$ cat src/csq_pkg.sv
// Constants, state encoding and carrier types of the card session sequencer
package csq_pkg;

  // ------------------------------------------------------------------
  // Clock and timing
  // ------------------------------------------------------------------
  localparam int unsigned CLK_MHZ      = 100;     // mclk rate in MHz
  localparam int unsigned STAB_MS      = 10;      // Wake/power-on settle
  localparam int unsigned STAB_CYC     = STAB_MS * 1000 * CLK_MHZ;
  localparam int unsigned RST_HOLD_CCK = 42000;   // Card clocks before RST
  localparam int unsigned ITV_DEF_CYC  = 200;     // Default interval length
  localparam int unsigned CNT_W        = 20;      // Settle counter width
  localparam int unsigned DW           = 16;      // Register data width
  localparam int unsigned AW           = 4;       // Register address width

  // ------------------------------------------------------------------
  // Register map (word index) and field positions
  // ------------------------------------------------------------------
  localparam logic [AW-1:0] REG_STATUS   = 4'h0;  // Read only
  localparam logic [AW-1:0] REG_FAULT    = 4'h1;  // Sticky, write 1 clears
  localparam logic [AW-1:0] REG_INTERVAL = 4'h2;  // Sequencer step length
  localparam int unsigned FLT_OC   = 0;           // Over-current
  localparam int unsigned FLT_OT   = 1;           // Over-temperature
  localparam int unsigned FLT_SUP  = 2;           // Card supply supervisor
  localparam int unsigned FLT_DET  = 3;           // Card removed
  localparam int unsigned FLT_W    = 4;
  localparam logic [DW-1:0] ITV_RST = 16'h00C8;   // Reset of REG_INTERVAL

  // ------------------------------------------------------------------
  // Sequencer states, one-hot
  // ------------------------------------------------------------------
  typedef enum logic [11:0] {
    ST_SETTLE  = 12'h001,
    ST_SLEEP   = 12'h002,
    ST_IDLE    = 12'h004,
    ST_ACT1    = 12'h008,
    ST_ACT2    = 12'h010,
    ST_ACT3    = 12'h020,
    ST_ACT4    = 12'h040,
    ST_SESSION = 12'h080,
    ST_DEA1    = 12'h100,
    ST_DEA2    = 12'h200,
    ST_DEA3    = 12'h400,
    ST_DEA4    = 12'h800
  } csq_state_t;

  // Register port request
  typedef struct packed {
    logic [AW-1:0] addr;
    logic [DW-1:0] wdata;
    logic          wr;
    logic          rd;
  } csq_req_t;

  // Whole module state
  typedef struct packed {
    csq_state_t        state;
    logic [CNT_W-1:0]  cnt;
    logic [15:0]       hold;
    logic              rst_ok;
    logic              cmd_q;
    logic              fault;
    logic [FLT_W-1:0]  flags;
    logic [DW-1:0]     itv;
    logic [DW-1:0]     rdata;
    logic [2:0]        div;
    logic              clk_run;
    logic              cclk;
    logic              crst;
    logic              conv_en;
    logic              vsel;
    logic              io_rx;
    logic              lp;
    logic              osc_en;
    logic              irq_oe;
  } csq_regs_t;

endpackage

$ cat src/csq_sequencer.sv
// Card session power sequencer: activation, deactivation, sleep, faults
//
// Added by the designer: the address-and-strobe port and the placing of the registers.
`timescale 1ns/100ps

module csq_sequencer #(
  parameter int unsigned STAB_CYCLES = csq_pkg::STAB_CYC,
  parameter int unsigned RST_HOLD    = csq_pkg::RST_HOLD_CCK
) (
  input  wire logic                    mclk,
  input  wire logic                    rst_b,
  input  wire logic [csq_pkg::AW-1:0]  reg_addr,
  input  wire logic [csq_pkg::DW-1:0]  reg_wdata,
  input  wire logic                    reg_wr,
  input  wire logic                    reg_rd,
  output logic      [csq_pkg::DW-1:0]  reg_rdata,
  input  wire logic                    activate_cmd_n,
  input  wire logic                    sleep_request,
  input  wire logic                    host_card_reset_in,
  input  wire logic                    card_detect,
  input  wire logic                    card_voltage_select,
  input  wire logic                    clk_ratio_sel_a,
  input  wire logic                    clk_ratio_sel_b,
  input  wire logic                    over_current,
  input  wire logic                    over_temp,
  input  wire logic                    card_supply_fault,
  input  wire logic                    card_supply_valid,
  output logic                         converter_en,
  output logic                         vcc_5v_sel,
  output logic                         io_rx_en,
  output logic                         card_clk,
  output logic                         card_rst,
  output logic                         low_power_state,
  output logic                         osc_en,
  output logic                         irq_n_out,
  output logic                         irq_n_oe
);

  // ------------------------------------------------------------------
  // Elaboration checks
  // ------------------------------------------------------------------
  if (STAB_CYCLES < 1 || STAB_CYCLES >= (1 << csq_pkg::CNT_W)) begin : g_c1
    $error("STAB_CYCLES does not fit the settle counter");
  end
  if (RST_HOLD < 1 || RST_HOLD > 65535) begin : g_c2
    $error("RST_HOLD does not fit the hold counter");
  end

  localparam logic [csq_pkg::CNT_W-1:0] STAB_LAST =
    csq_pkg::CNT_W'(STAB_CYCLES - 1);
  localparam logic [15:0] HOLD_N = 16'(RST_HOLD);

  csq_pkg::csq_req_t  req;
  csq_pkg::csq_regs_t r;
  csq_pkg::csq_regs_t n;
  logic               edge_act;
  logic               step_done;
  logic               in_seq;
  logic [csq_pkg::FLT_W-1:0] fault_now;
  logic               any_fault;
  logic               cmd_off;

  assign req = '{addr: reg_addr, wdata: reg_wdata, wr: reg_wr, rd: reg_rd};

  // ------------------------------------------------------------------
  // Helpers
  // ------------------------------------------------------------------
  // Half period of the card clock in mclk cycles minus one
  function automatic logic [2:0] half_last(input logic a, input logic b);
    if (a && !b) begin
      half_last = 3'h0;                 // Ratio 1: mclk/2 at best
    end else if (a && b) begin
      half_last = 3'h0;                 // Ratio 2
    end else if (b) begin
      half_last = 3'h1;                 // Ratio 4
    end else begin
      half_last = 3'h3;                 // Ratio 8
    end
  endfunction

  // Interval end: a zero length behaves as one cycle
  function automatic logic itv_end(input logic [csq_pkg::CNT_W-1:0] c,
                                   input logic [csq_pkg::DW-1:0] len);
    itv_end = (c[csq_pkg::DW-1:0] + 16'h0001 >= len);
  endfunction

  // Activation and session states, where faults count
  function automatic logic active_st(input csq_pkg::csq_state_t s);
    active_st = (s == csq_pkg::ST_ACT1) || (s == csq_pkg::ST_ACT2) ||
                (s == csq_pkg::ST_ACT3) || (s == csq_pkg::ST_ACT4) ||
                (s == csq_pkg::ST_SESSION);
  endfunction

  // ------------------------------------------------------------------
  // Event decode
  // ------------------------------------------------------------------
  // Falling edge of the activation command; a level low does not count
  assign edge_act  = r.cmd_q && !activate_cmd_n;
  assign step_done = itv_end(r.cnt, r.itv);
  assign in_seq    = active_st(r.state);
  assign cmd_off   = activate_cmd_n;
  // Supply supervisor only meaningful once the ramp interval has passed
  assign fault_now[csq_pkg::FLT_OC]  = over_current;
  assign fault_now[csq_pkg::FLT_OT]  = over_temp;
  assign fault_now[csq_pkg::FLT_SUP] = card_supply_fault &&
                                       (r.state != csq_pkg::ST_ACT1);
  assign fault_now[csq_pkg::FLT_DET] = !card_detect;
  assign any_fault = in_seq && (|fault_now);

  // ------------------------------------------------------------------
  // Next state
  // ------------------------------------------------------------------
  always_comb begin
    n         = r;
    n.cmd_q   = activate_cmd_n;
    n.cnt     = r.cnt + 1'b1;
    n.rdata   = '0;

    // Sequencer
    case (r.state)
      csq_pkg::ST_SETTLE: begin
        // Edges here are swallowed; the host must toggle again
        if (r.cnt == STAB_LAST) begin
          n.state = csq_pkg::ST_IDLE;
        end
      end
      csq_pkg::ST_SLEEP: begin
        if (!sleep_request) begin
          n.state = csq_pkg::ST_SETTLE;
          n.cnt   = '0;
        end
      end
      csq_pkg::ST_IDLE: begin
        if (sleep_request && cmd_off) begin
          n.state = csq_pkg::ST_SLEEP;
        end else if (edge_act && card_detect) begin
          n.state   = csq_pkg::ST_ACT1;
          n.cnt     = '0;
          n.conv_en = 1'b1;
          n.vsel    = card_voltage_select;
          n.fault   = 1'b0;
        end
      end
      csq_pkg::ST_ACT1: begin
        if (step_done) begin
          n.cnt = '0;
          if (!card_supply_valid) begin
            n.state   = csq_pkg::ST_IDLE;
            n.conv_en = 1'b0;
            n.fault   = 1'b1;
          end else begin
            n.state = csq_pkg::ST_ACT2;
          end
        end
      end
      csq_pkg::ST_ACT2: begin
        // Reset input high holds the step open until it falls
        if (host_card_reset_in) begin
          n.cnt = '0;
        end else if (step_done) begin
          n.state = csq_pkg::ST_ACT3;
          n.cnt   = '0;
          n.io_rx = 1'b1;
        end
      end
      csq_pkg::ST_ACT3: begin
        if (step_done) begin
          n.state   = csq_pkg::ST_ACT4;
          n.cnt     = '0;
          n.clk_run = 1'b1;
          n.div     = '0;
          n.hold    = '0;
          n.rst_ok  = 1'b0;
        end
      end
      csq_pkg::ST_ACT4: begin
        if (step_done) begin
          n.state = csq_pkg::ST_SESSION;
        end
      end
      csq_pkg::ST_SESSION: begin
        n.cnt = '0;
      end
      csq_pkg::ST_DEA1: begin
        if (step_done) begin
          n.state = csq_pkg::ST_DEA2;
          n.cnt   = '0;
          n.crst  = 1'b0;
        end
      end
      csq_pkg::ST_DEA2: begin
        if (step_done) begin
          n.state   = csq_pkg::ST_DEA3;
          n.cnt     = '0;
          n.clk_run = 1'b0;
          n.cclk    = 1'b0;
        end
      end
      csq_pkg::ST_DEA3: begin
        if (step_done) begin
          n.state = csq_pkg::ST_DEA4;
          n.cnt   = '0;
          n.io_rx = 1'b0;
        end
      end
      csq_pkg::ST_DEA4: begin
        if (step_done) begin
          n.state   = csq_pkg::ST_IDLE;
          n.conv_en = 1'b0;
        end
      end
      default: begin
        n.state = csq_pkg::ST_SETTLE;
        n.cnt   = '0;
      end
    endcase

    // Host release or a fault abandons any step of activation
    if (in_seq && (cmd_off || any_fault)) begin
      n.state = csq_pkg::ST_DEA1;
      n.cnt   = '0;
      n.fault = r.fault || any_fault;
    end

    // Fault indication lives only while the host keeps the command low
    if (cmd_off && !in_seq) begin
      n.fault = 1'b0;
    end

    // Card clock divider, enable-style, stops low
    if (n.clk_run && r.clk_run) begin
      if (r.div >= half_last(clk_ratio_sel_a, clk_ratio_sel_b)) begin
        n.div  = '0;
        n.cclk = !r.cclk;
        if (!r.cclk && r.hold != HOLD_N) begin
          n.hold = r.hold + 16'h0001;
        end
      end else begin
        n.div = r.div + 3'h1;
      end
    end
    n.rst_ok = (r.hold == HOLD_N) && r.clk_run;

    // RST copies the host input once the hold count has run out
    if (r.state == csq_pkg::ST_SESSION &&
        n.state == csq_pkg::ST_SESSION) begin
      n.crst = host_card_reset_in && r.rst_ok;
    end

    // Analog power follows sleep
    n.lp     = (n.state == csq_pkg::ST_SLEEP);
    n.osc_en = !n.lp;

    // Interrupt line: low while settling, else low on card absence or fault
    if (n.state == csq_pkg::ST_SETTLE) begin
      n.irq_oe = 1'b1;
    end else begin
      n.irq_oe = !card_detect || n.fault;
    end

    // Sticky fault causes: set wins over a write-one clear
    if (req.wr && req.addr == csq_pkg::REG_FAULT) begin
      n.flags = r.flags & ~req.wdata[csq_pkg::FLT_W-1:0];
    end
    if (any_fault) begin
      n.flags = n.flags | fault_now;
    end
    if (req.wr && req.addr == csq_pkg::REG_INTERVAL) begin
      n.itv = req.wdata;
    end

    // Register read, answered the next cycle
    if (req.rd) begin
      if (req.addr == csq_pkg::REG_STATUS) begin
        n.rdata = {r.state, r.fault, r.lp, r.clk_run, card_detect};
      end else if (req.addr == csq_pkg::REG_FAULT) begin
        n.rdata = {{(csq_pkg::DW-csq_pkg::FLT_W){1'b0}}, r.flags};
      end else if (req.addr == csq_pkg::REG_INTERVAL) begin
        n.rdata = r.itv;
      end else begin
        n.rdata = '0;
      end
    end
  end

  // ------------------------------------------------------------------
  // State register; supervisor reset restarts the settle wait
  // ------------------------------------------------------------------
  always_ff @(posedge mclk or negedge rst_b) begin
    if (!rst_b) begin
      r         <= '0;
      r.state   <= csq_pkg::ST_SETTLE;
      r.cmd_q   <= 1'b1;
      r.itv     <= csq_pkg::ITV_RST;
      r.osc_en  <= 1'b1;
      r.irq_oe  <= 1'b1;
    end else begin
      r <= n;
    end
  end

  // ------------------------------------------------------------------
  // Outputs, all from flops except irq_n_out, which is a constant low
  // ------------------------------------------------------------------
  assign reg_rdata       = r.rdata;
  assign converter_en    = r.conv_en;
  assign vcc_5v_sel      = r.vsel;
  assign io_rx_en        = r.io_rx;
  assign card_clk        = r.cclk;
  assign card_rst        = r.crst;
  assign low_power_state = r.lp;
  assign osc_en          = r.osc_en;
  assign irq_n_out       = 1'b0;                       // Open drain pulls low
  assign irq_n_oe        = r.irq_oe;
endmodule

$ cat config.mk
export PLATFORM = sky130hd
export DESIGN_NAME = csq_sequencer
export DESIGN_NICKNAME = d
export VERILOG_FILES = /design/src/csq_pkg.sv /design/src/csq_sequencer.sv
export SDC_FILE = /design/constraint.sdc
export NUM_CORES = 1
export LEC_CHECK = 0
export BUFFER_PORTS_ARGS = -buffer_cell sky130_fd_sc_hd__buf_2
export CAP_MARGIN = 15
export CORE_ASPECT_RATIO = 0.8
export CORE_MARGIN = 2
export CORE_UTILIZATION = 50
export CTS_BUF_LIST = sky130_fd_sc_hd__clkbuf_16
export DETAILED_ROUTE_END_ITERATION = 7
export PLACE_DENSITY_LB_ADDON = 0.08
export SETUP_SLACK_MARGIN = 0.5
export SLEW_MARGIN = 20
export SYNTH_ARGS = -nofsm -noshare
export SYNTH_HDL_FRONTEND = slang
export SYNTH_SLANG_ARGS = --single-unit
$ cat constraint.sdc
create_clock -name mclk -period 3.6 [get_ports mclk]
set_clock_uncertainty 0.2 [all_clocks]
set_input_delay 0.36 -clock mclk [delete_from_list [all_inputs] [get_ports mclk]]
set_output_delay 0.36 -clock mclk [all_outputs]
set_load 0.01 [all_outputs]
**Yosys cells after proc, flatten, opt, wreduce, memory -nomap -nowiden**

Cells that the tools add are included.

- Bits in registers: 99
- Bits in latches: 0
- RAM bits: 0
- Memory bits (read-only): 0
- Input port bits: 35
- Output and inout bits: 25
- Logic and storage cells: 162
- Memories: 0

- Add/sub/neg operators: 4
- Multiply operators: 0
- Div/mod/pow operators: 0
- Magnitude comparators: 2
- Equality and inequality tests: 29
- Shifts and indexed selects: 0
- Multiplexer cells: 61
- Bitwise gates (word level): 4
- Reductions and logical operators: 43

Operator list:

| kind | number |
|---|---|
| $mux W32 | 8 |
| $pmux W20 S9 | 1 |
| $pmux W12 S12 | 1 |
| $mux W16 | 7 |
| $mux W12 | 5 |
| $mux W49 | 1 |
| $mux W20 | 2 |
| $add A16 B1 Y16 const B | 2 |
| $eq A12 B1 Y1 const B | 2 |
| $eq A12 B2 Y1 const B | 2 |
| $eq A12 B8 Y1 const B | 2 |
| $add A20 B1 Y20 const B | 1 |
| $eq A20 B20 Y1 const B | 1 |
| $mux W1 | 17 |
| $mux W17 | 1 |
| $eq A16 B16 Y1 const B | 1 |
| $ge A16 B16 Y1 | 1 |
| $logic_and A1 B1 Y1 | 16 |
| $ne A16 B16 Y1 const B | 1 |
| $ne A2 B2 Y1 const B | 8 |
| $eq A12 B10 Y1 const B | 1 |
| $eq A12 B11 Y1 const B | 1 |
| $eq A12 B12 Y1 const B | 1 |
| $eq A12 B3 Y1 const B | 1 |
| other kinds (31) | 59 |

**Logic depth before layout (Yosys ltp)**

Gate-level depths: netlist of the first run.

- Depth in word-level cells: 13
- Gate-level depth with buffers: 15

**Worst setup path after synthesis of the first run**

OpenSTA, ideal clock, no wires.

- Path type: register to register
- From: register r[69] (netlist bit)
- To: register r[9] (netlist bit)
- Library setup time: 0.095 ns
- Data arrival time: 3.045 ns
- Path slack: 0.259 ns
- Stages on the path, launching flop included: 16
- Path through: dfrtp_1 and4_1 nor2b_1 nand4_1 nor2_1 xor2_1 ha_1 nand4_1 nor4_1 a32oi_1 nand2_1 nand2b_1 clkbuf_1 clkbuf_1 nand3_1 o31ai_1

- Word-level cells in the longest chain between the ends: 7
- Elaborated cells between the ends (all ways): 10
- Those cells by class: 1 x add/sub; 1 x order compare; 4 x mux; 4 x reduce/logical

RTL lines:

| what | line | source |
|---|---|---|
| start: declaration | csq_sequencer.sv:54 | `csq_pkg::csq_regs_t r;` |
| start signal: assignment | csq_sequencer.sv:298 | `r <= n;` |
| $add A16 B1 Y16 (*) | csq_sequencer.sv:84 | `itv_end = (c[csq_pkg::DW-1:0] + 16'h0001 >= len);` |
| $ge A16 B16 Y1 (*) | csq_sequencer.sv:84 |  |
| $mux W2 / $mux W4 (equally long branches) | csq_sequencer.sv:192, csq_sequencer.sv:167 |  |
| $pmux W1 S2 | csq_sequencer.sv:120 | `case (r.state)` |
| $logic_and A1 B1 Y1 | csq_sequencer.sv:231 | `if (n.clk_run && r.clk_run) begin` |
| $reduce_bool A2 Y1 (no line) | -- |  |
| $reduce_and A2 Y1 (no line) | -- |  |

Every way passes the cells marked *; elsewhere a longest branch is shown, timed or not. The select of a mux whose other input is x is not followed.
A chain may end at the register's enable or synchronous reset.

==> results of run 1 <==
[metal layers]
metal / vias to the layer above / part of all wire [%] / global-route usage, %
met4: 0 / 1.4 / 7.867
met1: 2535 / 45 / 38.52
met2: 270 / 46 / 40.45
met3: 24 / 7.4 / 4.702
li1: 2308 / - / -
met5: - / 0 / 0
[logic make-up after synthesis]
| family | after synthesis |
|---|---|
| xor gates and xnor gates | 29 |
| and+or+nand+nor | 239 |
| DFF | 99 |
| buffers and inverters | 70 |
| adders and majority gates | 22 |
| muxes | 23 |
| other | 1 |
| AOI/OAI and AO/OA | 116 |
[layout by cell type, fill, tap and decap left out, types with 6 or more instances in the layout]
| cell type | instances |
|---|---|
| a31oi_1 | 9 |
| nand4_1 | 9 |
| nor2_1 | 31 |
| o21ai_1 | 11 |
| nor2b_1 | 19 |
| nand3_1 | 23 |
| nand3_2 | 7 |
| mux2_2 | 17 |
| and3_1 | 13 |
| dfrtp_1 | 92 |
| a22oi_1 | 12 |
| o21ai_0 | 13 |
| a22o_1 | 6 |
| clkbuf_16 | 12 |
| xnor2_1 | 9 |
| a21oi_1 | 13 |
| dfstp_2 | 7 |
| buf_6 | 31 |
| mux2i_1 | 6 |
| buf_2 | 57 |
| nor3_1 | 18 |
| buf_4 | 30 |
| ha_1 | 21 |
| nor2_4 | 7 |
| o211ai_1 | 12 |
| nand2b_1 | 6 |
| nand2_1 | 37 |
| nand2_2 | 6 |
| xor2_1 | 18 |
| inv_1 | 24 |
| nor2b_4 | 11 |
[power by group]
part | internal, mW | total, mW | leakage, nW | switching [mW]
clock network | 0.614 | 1.06 | 0.156 | 0.449
registers | 1.16 | 1.21 | 1.31 | 0.0440
logic | 0.128 | 0.281 | 2.05 | 0.153
[worst register-to-register path, stage by stage (launching register included)]
cell	delay [ns]
dfrtp_1	0.38
and4_4	0.26
nor2b_4	0.17
nand4_1	0.21
buf_4	0.24
xnor2_2	0.14
ha_1	0.35
nand4_1	0.16
nor4_2	0.32
a32oi_2	0.19
buf_4	0.18
a21oi_4	0.22
nand2b_4	0.23
clkbuf_16	0.16
o211ai_1	0.08
o21ai_1	0.09
[through the flow]
step	util (%)	hold slack, ns
2_1_floorplan	-	-0.1356
3_3_place_gp	55.07	0.1601
5_1_grt	68.40	0.03117
3_5_place_dp	55.07	0.1679
4_1_cts	64.33	0.02966
6_report	68.40	0.03298
[worst min-delay path by stage]
stage	slack, ns	end	startpoint
detailed placement	0.17	r[45]	rst_b
floorplan	-0.14	card_clk	rst_b
global placement	0.16	reg_rdata[3]	rst_b
global route	0.03	r[32]	reg_wdata[4]
CTS	0.03	r[32]	reg_wdata[4]
finish	0.03	r[32]	reg_wdata[4]
[timing repair]
item	4_1_cts	5_1_grt
hold buffers	2	0
gates cloned	5	4
pin swaps	28	30
endpoints found under the setup margin	55	56
endpoints found under the hold margin	34	0
gates resized for setup	81	70
buffers inserted	39	7
[area by class of cell]
class                           instances  area (µm²)  share of cell area (%)
Tap cell                              144       180.2                   2.400
Timing Repair Buffer                  131        1127                   15.02
Sequential cell                        99        2486                   33.12
Clock buffer                            9       225.2                   3.000
Inverter                               24       90.09                   1.200
Clock inverter                          7       98.84                   1.317
Multi-Input combinational cell        430        3299                   43.95
==> PnR_summary.wiki, run 1 <==
{| class="wikitable"
! Metric !! Value
|-
| Global-route wire length before repair || 25.19 mm
|-
| Number of cell rows || 34
|-
| TritonCTS Buffers || 9
|-
| Post-placement cell area || 6045 µm²
|-
| Final wirelength || 16.75 mm
|-
| Placement-stage worst setup slack || 0.02828 ns
|-
| Number of filler instances in the final layout || 837
|-
| Synth area leaders || dfrtp_1 (41%), ha_1 (4.8%), mux2_2 (3.4%)
|-
| Setup Viol. Count Final || 15
|-
| Number of stages on the worst hold path || 2
|-
| Routed Antenna Nets || 0
|-
| Count of input and output buffers || 58
|-
| Violated checks || setup timing
|-
| Total DRC errors in the routed layout || 0
|-
| Number of global-route vias before repair || 4877
|-
| Count of cell types in the netlist || 64
|-
| Crit path kind || register to register
|-
| Simple logic cell fraction of the synthesized area || between 20% and 30%
|-
| Warning count from the yosys run || 0
|-
| Startpoint types || register
|-
| Deepest level of the CTS H-tree || 3
|-
| Number of antenna violations at the first check in global routing || 0
|-
| Aggregate negative setup slack || -0.4537 ns
|-
| Half-perimeter wire length after placement || 10.22 mm
|-
| Most frequent cell after synthesis || dfrtp_1
|-
| Cells traversed along the worst timing path || and4_4, nor2b_4, nand4_1, buf_4, xnor2_2, ha_1, nand4_1, nor4_2, a32oi_2, buf_4, a21oi_4, nand2b_4, clkbuf_16, o211ai_1, o21ai_1
|-
| Worst relative slew slack || between 40 and 50%
|-
| Core Region || 10980 µm²
|-
| Maximum net fanout on the critical path || 4
|-
| Library cell contributing the largest single delay on the critical path || dfrtp_1
|-
| Main combinational cell family by area after synthesis || simple AND/OR/NAND/NOR gates
|-
| P_leak || 3.509 nW
|-
| Leading cell types by count after synthesis || dfrtp_1 (92), nand2_1 (45), nor2_1 (39), nand3_1 (31), o21ai_0 (28)
|-
| Post-route cell area || between 7000 and 8000 µm²
|-
| Final max-slew violation count || 0
|-
| Worst Reg2Reg Path Length in Cells || 15
|-
| Worst R2R Setup Slack || -0.05 ns
|-
| Final net count || 752
|-
| Clock tree from TritonCTS || built
|-
| Compound-cell area share of the yosys netlist || a little over an eighth
|-
| Congestion Overflow GR || 0
|-
| Power per standard cell area || 339.9 nW/µm²
|-
| Number of max-cap violations || 0
|-
| Top cell type by total area after synthesis || dfrtp_1
|-
| HP Class || input pin to register
|-
| Number of instances in the synthesized netlist || 599
|-
| DR WL/cell || 19.85 µm
|-
| Reg-to-Reg End || r[57]
|-
| Maximum number of pins on one net before global-route repair || 39
|-
| Worst Slack Setup Final || -0.05477 ns
|-
| Vias per cell || 6.086
|-
| Number of iterations in the first detailed-routing pass || 5
|-
| Average instance area after synthesis || 9.477 µm²
|-
| Die footprint || 12230 µm²
|-
| Count of final hold-check violations || 0
|-
| Part of the cycle the worst path needs || 101.5%
|-
| CP endpoint || r[57]
|-
| Ys async rst share || 100.0%
|-
| Adder-cell share of the synthesized area || 4.849%
|-
| Buf/Inv on CP || 3
|-
| Data required time of the worst path || 3.68 ns
|-
| Run status || finished, violations left
|-
| Most frequently used flop master after synthesis || dfrtp_1
|-
| Clock transition time at the flip-flop clock pins of the worst setup and hold paths || 0.07 ns
|-
| Number of design-rule violations left by the first detailed-router iteration || between 400 and 500
|-
| Number of nets produced by synthesis || 656
|-
| Worst EP arrival || around 3.7 ns
|-
| Number of standard cells in the layout, taps in and fillers out || ~840
|-
| R2r startpoint || r[71]
|-
| Peak supply drop || around 0.00028 V
|-
| Area added between synthesis and finish || 32.25%
|-
| Number of synthesized flops with an enable pin || 0
|-
| Peak per-stage delay on the critical path || 0.38 ns
|-
| Routed vias || 5137
|-
| Crit path capture type || register
|-
| Logic depth of the worst setup path including buffers || 15
|-
| Register name with the most flops || r
|-
| Width of the die || approximately 120 µm
|-
| Fraction of layout instances using a drive strength above 1 || about a third
|-
| Share of the synthesized area in the top cell type || approximately two fifths
|-
| Diodes inserted || 0
|-
| Worst-skew pair later-pin latency || 0.36 ns
|-
| Pin slew with the least headroom to its limit || 0.8262 ns
|-
| Parity-gate share of the synthesized area counting xor and xnor cells || 4.474%
|-
| Maximum clock rate || 0.2736 GHz
|-
| IO Count || 60
|-
| Crit-path leading delay family || simple AND/OR/NAND/NOR gates
|-
| Post-synthesis sequential area ratio || between 40% and 50%
|-
| Total power consumption of the routed design || 2.552 mW
|-
| Shortest clock period the worst path allows after layout || 3.655 ns
|-
| Mux share of post-synthesis cell area || 4.430%
|-
| Final estimated routing congestion in global placement || about 0.9
|-
| Syn Std Cell Area || 5677 µm²
|-
| CTS sink cnt || 99
|-
| Clock Tree Root || clkbuf_16
|-
| Maximum count of clock buffers along a single path || 2
|-
| Chip height || about 99 µm
|-
| Placed cells || 771
|-
| Worst setup path start || r[71]
|-
| Number of flip-flops under the largest register name || 75
|-
| Setup repair after global routing missed its margin || true
|-
| Starting utilization of the core area || 51.72%
|-
| GR Util All Layers || a little over a quarter
|-
| Number of synthesized register bits || 99
|}
Power figures use the tool's default switching activity.
==> inputs of run 2 (changes only) <==
--- a/config.mk
+++ b/config.mk
@@ -12,6 +12,7 @@
 export CORE_UTILIZATION = 50
 export CTS_BUF_LIST = sky130_fd_sc_hd__clkbuf_16
 export DETAILED_ROUTE_END_ITERATION = 7
+export MAX_ROUTING_LAYER = met4
 export PLACE_DENSITY_LB_ADDON = 0.08
 export SETUP_SLACK_MARGIN = 0.5
 export SLEW_MARGIN = 20
==> run 2 against run 1 <==
The flow now finishes without violations. Count of clock-buffer cells in the layout did not move. Total power shrank 8.2%. First-iteration DRC count shrank 12%. Fmax increased by 6.1%. Clock power down 17%. Wire length is 11% lower. Highest routed layer unchanged.
==> PnR_summary.wiki, run 2 (synthesized netlist as in run 1, its figures left out) <==
{| class="wikitable"
! Metric !! Value
|-
| Count of final hold-check violations || 0 (unchanged)
|-
| Global-route wire length before repair || 23.54 mm (was 25.19 mm)
|-
| Number of iterations in the first detailed-routing pass || 6 (was 5)
|-
| Crit-path leading delay family || simple AND/OR/NAND/NOR gates (unchanged)
|-
| Worst relative slew slack || 47.82% (was 44.79%)
|-
| Final wirelength || 14.87 mm (was 16.75 mm)
|-
| Setup repair after global routing missed its margin || true (unchanged)
|-
| Number of max-cap violations || 0 (unchanged)
|-
| Commonest cells after routing, fill and taps aside || dfrtp_1 (92), buf_2 (57), nand2_1 (43) (was dfrtp_1 (92), buf_2 (57), nand2_1 (37))
|-
| Chip height || 99.31 µm (unchanged)
|-
| Pin slew with the least headroom to its limit || 0.7808 ns (was 0.8262 ns)
|-
| Total DRC errors in the routed layout || 0 (unchanged)
|-
| Worst Slack Setup Final || 0.1547 ns (was -0.05477 ns)
|-
| Aggregate negative setup slack || 0 ns (was -0.4537 ns)
|-
| Vias per cell || 5.896 (was 6.086)
|-
| IO Count || 60 (unchanged)
|-
| Die footprint || 12230 µm² (unchanged)
|-
| Maximum net fanout on the critical path || 5 (was 4)
|-
| CTS sink cnt || 99 (unchanged)
|-
| Routed vias || 4817 (was 5137)
|-
| Met2 track demand over resource || 36.94% (was 40.45%)
|-
| Data required time of the worst path || 3.61 ns (was 3.68 ns)
|-
| Worst-skew pair later-pin latency || 0.35 ns (was 0.36 ns)
|-
| Clock tree from TritonCTS || built (unchanged)
|-
| Number of flip-flops under the largest register name || 75 (unchanged)
|-
| Cells traversed along the worst timing path || and4_4, nor2b_4, nand4_1, xnor2_1, ha_1, nand4_1, nor4_2, a32oi_2, buf_4, a21oi_4, buf_4, nor3_1, a31oi_1, o21ai_0 (was and4_4, nor2b_4, nand4_1, buf_4, xnor2_2, ha_1, nand4_1, nor4_2, a32oi_2, buf_4, a21oi_4, nand2b_4, clkbuf_16, o211ai_1, o21ai_1)
|-
| GR Util All Layers || 25.38% (was 26.48%)
|-
| Number of design-rule violations left by the first detailed-router iteration || 429 (was 486)
|-
| Width of the die || 123.1 µm (unchanged)
|-
| Global routing usage on met1 || 35.92% (was 38.52%)
|-
| Peak per-stage delay on the critical path || 0.36 ns (was 0.38 ns)
|-
| Final estimated routing congestion in global placement || 0.8959 (was 0.8994)
|-
| Highest-utilization routing layer at the global route stage || met2 (unchanged)
|-
| Placement-stage worst setup slack || -0.03585 ns (was 0.02828 ns)
|-
| Placed cells || 769 (was 771)
|-
| Count of input and output buffers || 58 (unchanged)
|-
| Startpoint types || register (unchanged)
|-
| DR WL/cell || 18.20 µm (was 19.85 µm)
|-
| Buf/Inv on CP || 2 (was 3)
|-
| Shortest clock period the worst path allows after layout || 3.445 ns (was 3.655 ns)
|-
| Met3 Track Usage GR || 4.358% (was 4.702%)
|-
| Clock Tree Root || clkbuf_16 (unchanged)
|-
| Part of the cycle the worst path needs || 95.70% (was 101.5%)
|-
| Leading cell type in the layout, fill and taps excluded || dfrtp_1 (unchanged)
|-
| Number of global-route vias before repair || 4663 (was 4877)
|-
| Number of cell rows || 34 (unchanged)
|-
| Register name with the most flops || r (unchanged)
|-
| Starting utilization of the core area || 51.72% (unchanged)
|-
| Half-perimeter wire length after placement || 10.14 mm (was 10.22 mm)
|-
| TritonCTS Buffers || 9 (unchanged)
|-
| Maximum clock rate || 0.2903 GHz (was 0.2736 GHz)
|-
| Peak supply drop || 0.0002775 V (was 0.0002786 V)
|-
| Deepest level of the CTS H-tree || 3 (unchanged)
|-
| Setup Viol. Count Final || 0 (was 15)
|-
| Maximum count of clock buffers along a single path || 2 (unchanged)
|-
| Post-placement cell area || 6042 µm² (was 6045 µm²)
|-
| Maximum number of pins on one net before global-route repair || 52 (was 39)
|-
| P_leak || 3.210 nW (was 3.509 nW)
|-
| Number of antenna violations at the first check in global routing || 0 (unchanged)
|-
| Area added between synthesis and finish || 20.74% (was 32.25%)
|-
| Post-route cell area || 6854 µm² (was 7507 µm²)
|-
| Clock transition time at the flip-flop clock pins of the worst setup and hold paths || 0.07 ns (about the same)
|-
| Final hold slack || 0.04035 ns (was 0.03298 ns)
|-
| Congestion Overflow GR || 0 (unchanged)
|-
| Number of standard cells in the layout, taps in and fillers out || 817 (was 844)
|-
| Crit path capture type || register (unchanged)
|-
| Routed Antenna Nets || 0 (unchanged)
|-
| Fraction of layout instances using a drive strength above 1 || 27.49% (was 35.29%)
|-
| Final net count || 725 (was 752)
|-
| Diodes inserted || 0 (unchanged)
|-
| Final max-slew violation count || 0 (unchanged)
|-
| Crit path kind || register to register (unchanged)
|-
| Library cell contributing the largest single delay on the critical path || dfrtp_1 (unchanged)
|-
| HP Class || input pin to register (unchanged)
|-
| Power per standard cell area || 341.8 nW/µm² (was 339.9 nW/µm²)
|-
| Core Region || 10980 µm² (unchanged)
|-
| Run status || completed (was finished, violations left)
|-
| Worst EP arrival || 3.46 ns (was 3.73 ns)
|}
[run 2: cell types whose count changed in the layout (fill, tap and decap cells not counted), sizes merged]
cell	change
clkinvlp	+1
clkinv	+2
bufinv	-2
inv	-1
buf	-27
[run 2: layer usage]
metal	share of wire (%)	wire length, µm
met5	0	0
met4	1.6	244
met3	5.4	800
met2	45	6717
met1	48	7108
[run 2: area by class of cell]
| type | count | area [µm²] |
|---|---|---|
| fillers | 938 | 4121 |
| multi-input cells | 430 | 3042 |
| flip-flops and latches | 99 | 2486 |
| repair buffers | 104 | 794.5 |
| clock buffers | 9 | 225.2 |
| well taps | 144 | 180.2 |
| inverters | 24 | 90.09 |
| clock inverters | 7 | 36.28 |
[run 2: final timing paths]
kind / start / to / slack [ns] / cells after the start
worst max-delay path: r[72] / r[60] / 0.15 / 14
worst min-delay path: reg_wdata[9] / r[37] / 0.04 / 2
worst max register to register: r[72] / r[60] / 0.15 / 14
worst min register to register: converter_en / converter_en / 0.31 / 2
max in group asynchronous: rst_b / osc_en / 2.13 / 3
min in group asynchronous: rst_b / reg_rdata[1] / 0.36 / 2
[run 2: stage by stage]
step	total power [mW]	util, %
finish	2.343	62.45
global route	2.452	62.45
CTS	2.349	60.23
detailed placement	1.448	55.05
global placement	1.441	55.05
floorplan	1.342	-
[run 2: what timing repair did]
item	CTS	global route
buffers inserted	15	8
gates resized for setup	38	29
hold endpoints to repair	43	0
hold buffers	2	0
gates cloned	3	4
pin swaps	26	23
setup endpoints to repair	56	56
[run 2: power breakdown]
group / switching (mW) / internal (mW)
registers: 0.0429 / 1.16
clock network: 0.420 / 0.459
logic: 0.140 / 0.118
==> inputs of run 3 (changes only) <==
--- a/config.mk
+++ b/config.mk
@@ -5,7 +5,7 @@
 export SDC_FILE = /design/constraint.sdc
 export NUM_CORES = 1
 export LEC_CHECK = 0
-export BUFFER_PORTS_ARGS = -buffer_cell sky130_fd_sc_hd__buf_2
+export BUFFER_PORTS_ARGS = -buffer_cell sky130_fd_sc_hd__buf_4
 export CAP_MARGIN = 15
 export CORE_ASPECT_RATIO = 0.8
 export CORE_MARGIN = 2
==> run 3 against run 2 <==
Register-to-register slack worse by 0.14 ns. Utilization is 2.3 points higher. Total power is 5.2% higher. Global-route usage is 1.2 points higher. Via count is 0.58% higher. Flip-flop and latch count stayed put. Critical path type unchanged. Critical endpoint is now r[95]. Highest routed layer unchanged.
==> PnR_summary.wiki, run 3 (synthesized netlist as in run 1, its figures left out) <==
{| class="wikitable"
! Metric !! Value
|-
| Number of iterations in the first detailed-routing pass || 5 (was 6)
|-
| TritonCTS Buffers || 9 (unchanged)
|-
| Deepest level of the CTS H-tree || 3 (unchanged)
|-
| Final wirelength || 15.62 mm (was 14.87 mm)
|-
| Register name with the most flops || r (unchanged)
|-
| Congestion Overflow GR || 0 (unchanged)
|-
| Core Region || 10980 µm² (unchanged)
|-
| P_leak || 3.289 nW (was 3.210 nW)
|-
| Worst-skew pair later-pin latency || 0.35 ns (about the same)
|-
| Vias per cell || 5.923 (was 5.896)
|-
| Die footprint || 12230 µm² (unchanged)
|-
| Count of final hold-check violations || 0 (unchanged)
|-
| Leading cell type in the layout, fill and taps excluded || dfrtp_1 (unchanged)
|-
| Final net count || 726 (was 725)
|-
| Worst relative slew slack || 47.53% (was 47.82%)
|-
| Worst EP arrival || 3.62 ns (was 3.46 ns)
|-
| Width of the die || 123.1 µm (unchanged)
|-
| Number of filler instances in the final layout || 911 (was 938)
|-
| Fraction of the core area covered by cells at the end of the flow || 64.79% (was 62.45%)
|-
| HP Class || input pin to register (unchanged)
|-
| Routed vias || 4845 (was 4817)
|-
| Crit path capture type || register (unchanged)
|-
| Fraction of layout instances using a drive strength above 1 || 30.86% (was 27.49%)
|-
| Half-perimeter wire length after placement || 10.65 mm (was 10.14 mm)
|-
| Maximum count of clock buffers along a single path || 2 (unchanged)
|-
| Routed Antenna Nets || 0 (unchanged)
|-
| Global-route wire length before repair || 24.53 mm (was 23.54 mm)
|-
| Count of input and output buffers || 58 (unchanged)
|-
| Pin slew with the least headroom to its limit || 0.7852 ns (was 0.7808 ns)
|-
| Number of max-cap violations || 0 (unchanged)
|-
| Setup repair after global routing missed its margin || true (unchanged)
|-
| Number of standard cells in the layout, taps in and fillers out || 818 (was 817)
|-
| DR WL/cell || 19.09 µm (was 18.20 µm)
|-
| Data required time of the worst path || 3.64 ns (was 3.61 ns)
|-
| Shortest clock period the worst path allows after layout || 3.583 ns (was 3.445 ns)
|-
| Final estimated routing congestion in global placement || 0.9671 (was 0.8959)
|-
| Starting utilization of the core area || 51.72% (unchanged)
|-
| Commonest cells after routing, fill and taps aside || dfrtp_1 (91), buf_4 (85), nand2_1 (42) (was dfrtp_1 (92), buf_2 (57), nand2_1 (43))
|-
| Clock Tree Root || clkbuf_16 (unchanged)
|-
| Power per standard cell area || 346.8 nW/µm² (was 341.8 nW/µm²)
|-
| Number of global-route vias before repair || 4650 (was 4663)
|-
| Number of cell rows || 34 (unchanged)
|-
| GR Util All Layers || 26.56% (was 25.38%)
|-
| Run status || completed (unchanged)
|-
| Startpoint types || register (unchanged)
|-
| Clock transition time at the flip-flop clock pins of the worst setup and hold paths || 0.07 ns (about the same)
|-
| Clock tree from TritonCTS || built (unchanged)
|-
| Setup Viol. Count Final || 0 (unchanged)
|-
| Number of antenna violations at the first check in global routing || 0 (unchanged)
|-
| Total DRC errors in the routed layout || 0 (unchanged)
|-
| Area added between synthesis and finish || 25.26% (was 20.74%)
|-
| Maximum number of pins on one net before global-route repair || 51 (was 52)
|-
| Final hold slack || 0.03691 ns (was 0.04035 ns)
|-
| Final max-slew violation count || 0 (unchanged)
|-
| IO Count || 60 (unchanged)
|-
| CTS sink cnt || 99 (unchanged)
|-
| Area of combinational cells with multiple inputs || 3136 µm² (was 3042 µm²)
|-
| Chip height || 99.31 µm (unchanged)
|-
| Area used by sequential logic in the layout || 2487 µm² (was 2486 µm²)
|-
| Maximum net fanout on the critical path || 5 (unchanged)
|-
| Diodes inserted || 0 (unchanged)
|-
| Number of design-rule violations left by the first detailed-router iteration || 576 (was 429)
|-
| Crit path kind || register to register (unchanged)
|-
| Placed cells || 771 (was 769)
|-
| Maximum clock rate || 0.2791 GHz (was 0.2903 GHz)
|-
| Number of flip-flops under the largest register name || 75 (unchanged)
|-
| Peak supply drop || 0.0002156 V (was 0.0002775 V)
|-
| Part of the cycle the worst path needs || 99.52% (was 95.70%)
|}
## run 3: worst paths after layout
check / startpoint / end / slack [ns] / cells past startpoint
max: r[70] / r[95] / 0.02 / 15
max reg2reg: r[70] / r[95] / 0.02 / 15
min reg2reg: r[46] / r[46] / 0.30 / 1
max in group asynchronous: rst_b / r[35] / 2.07 / 3
min: card_voltage_select / vcc_5v_sel / 0.04 / 2
min in group asynchronous: rst_b / r[10] / 0.38 / 2
## run 3: stage by stage
stage	worst slack, ns	instance area [µm²]	TNS, ns	power (mW)
after floorplan	0.5223	5684	0	1.342
after detailed placement	0.03789	6212	0	1.465
after global routing	-0.1035	7111	-2.619	2.574
after CTS	0.2212	6804	0	2.458
final	0.01721	7111	0	2.466
after global placement	0.2182	6212	0	1.453
## run 3: area by class of cell
cell class	count	share of cell area [%]
Sequential cell	99	34.98
Tap cell	144	2.534
Inverter	24	1.267
Timing Repair Buffer	105	12.90
Clock inverter	7	1.056
Multi-Input combinational cell	430	44.10
Clock buffer	9	3.167
## run 3: critical path: stages, from the launching register on
cell and delay [ns]:
dfrtp_1 0.39, and4_4 0.25, nor2b_4 0.16, nand4_1 0.19, nor2_1 0.20, xor2_1 0.11, ha_1 0.31, nand4_1 0.16
nor4_2 0.35, a32oi_2 0.18, buf_4 0.17, nand2_2 0.13, buf_6 0.12, a21boi_2 0.05, or3b_1 0.35, a21o_1 0.16
## run 3: metal layers
layer	GRT usage (%)	part of all wire (%)	up-vias
li1	-	-	2254
met1	39.86	48	2352
met2	37.24	43	224
met3	5.677	8.0	15
met4	4.808	0.99	0
met5	-	0	-
## run 3: what timing repair did
action,CTS,global route
cloned,5,2
pin swaps,26,16
setup buffers,9,13
gates resized for setup,51,41
hold buffers,2,0
endpoints found under the setup margin,55,56
endpoints found under the hold margin,47,0
## run 3: report_power, final
group          internal [mW]  switching [mW]
sequential              1.16          0.0419
combinational          0.128           0.150
clock                  0.544           0.438
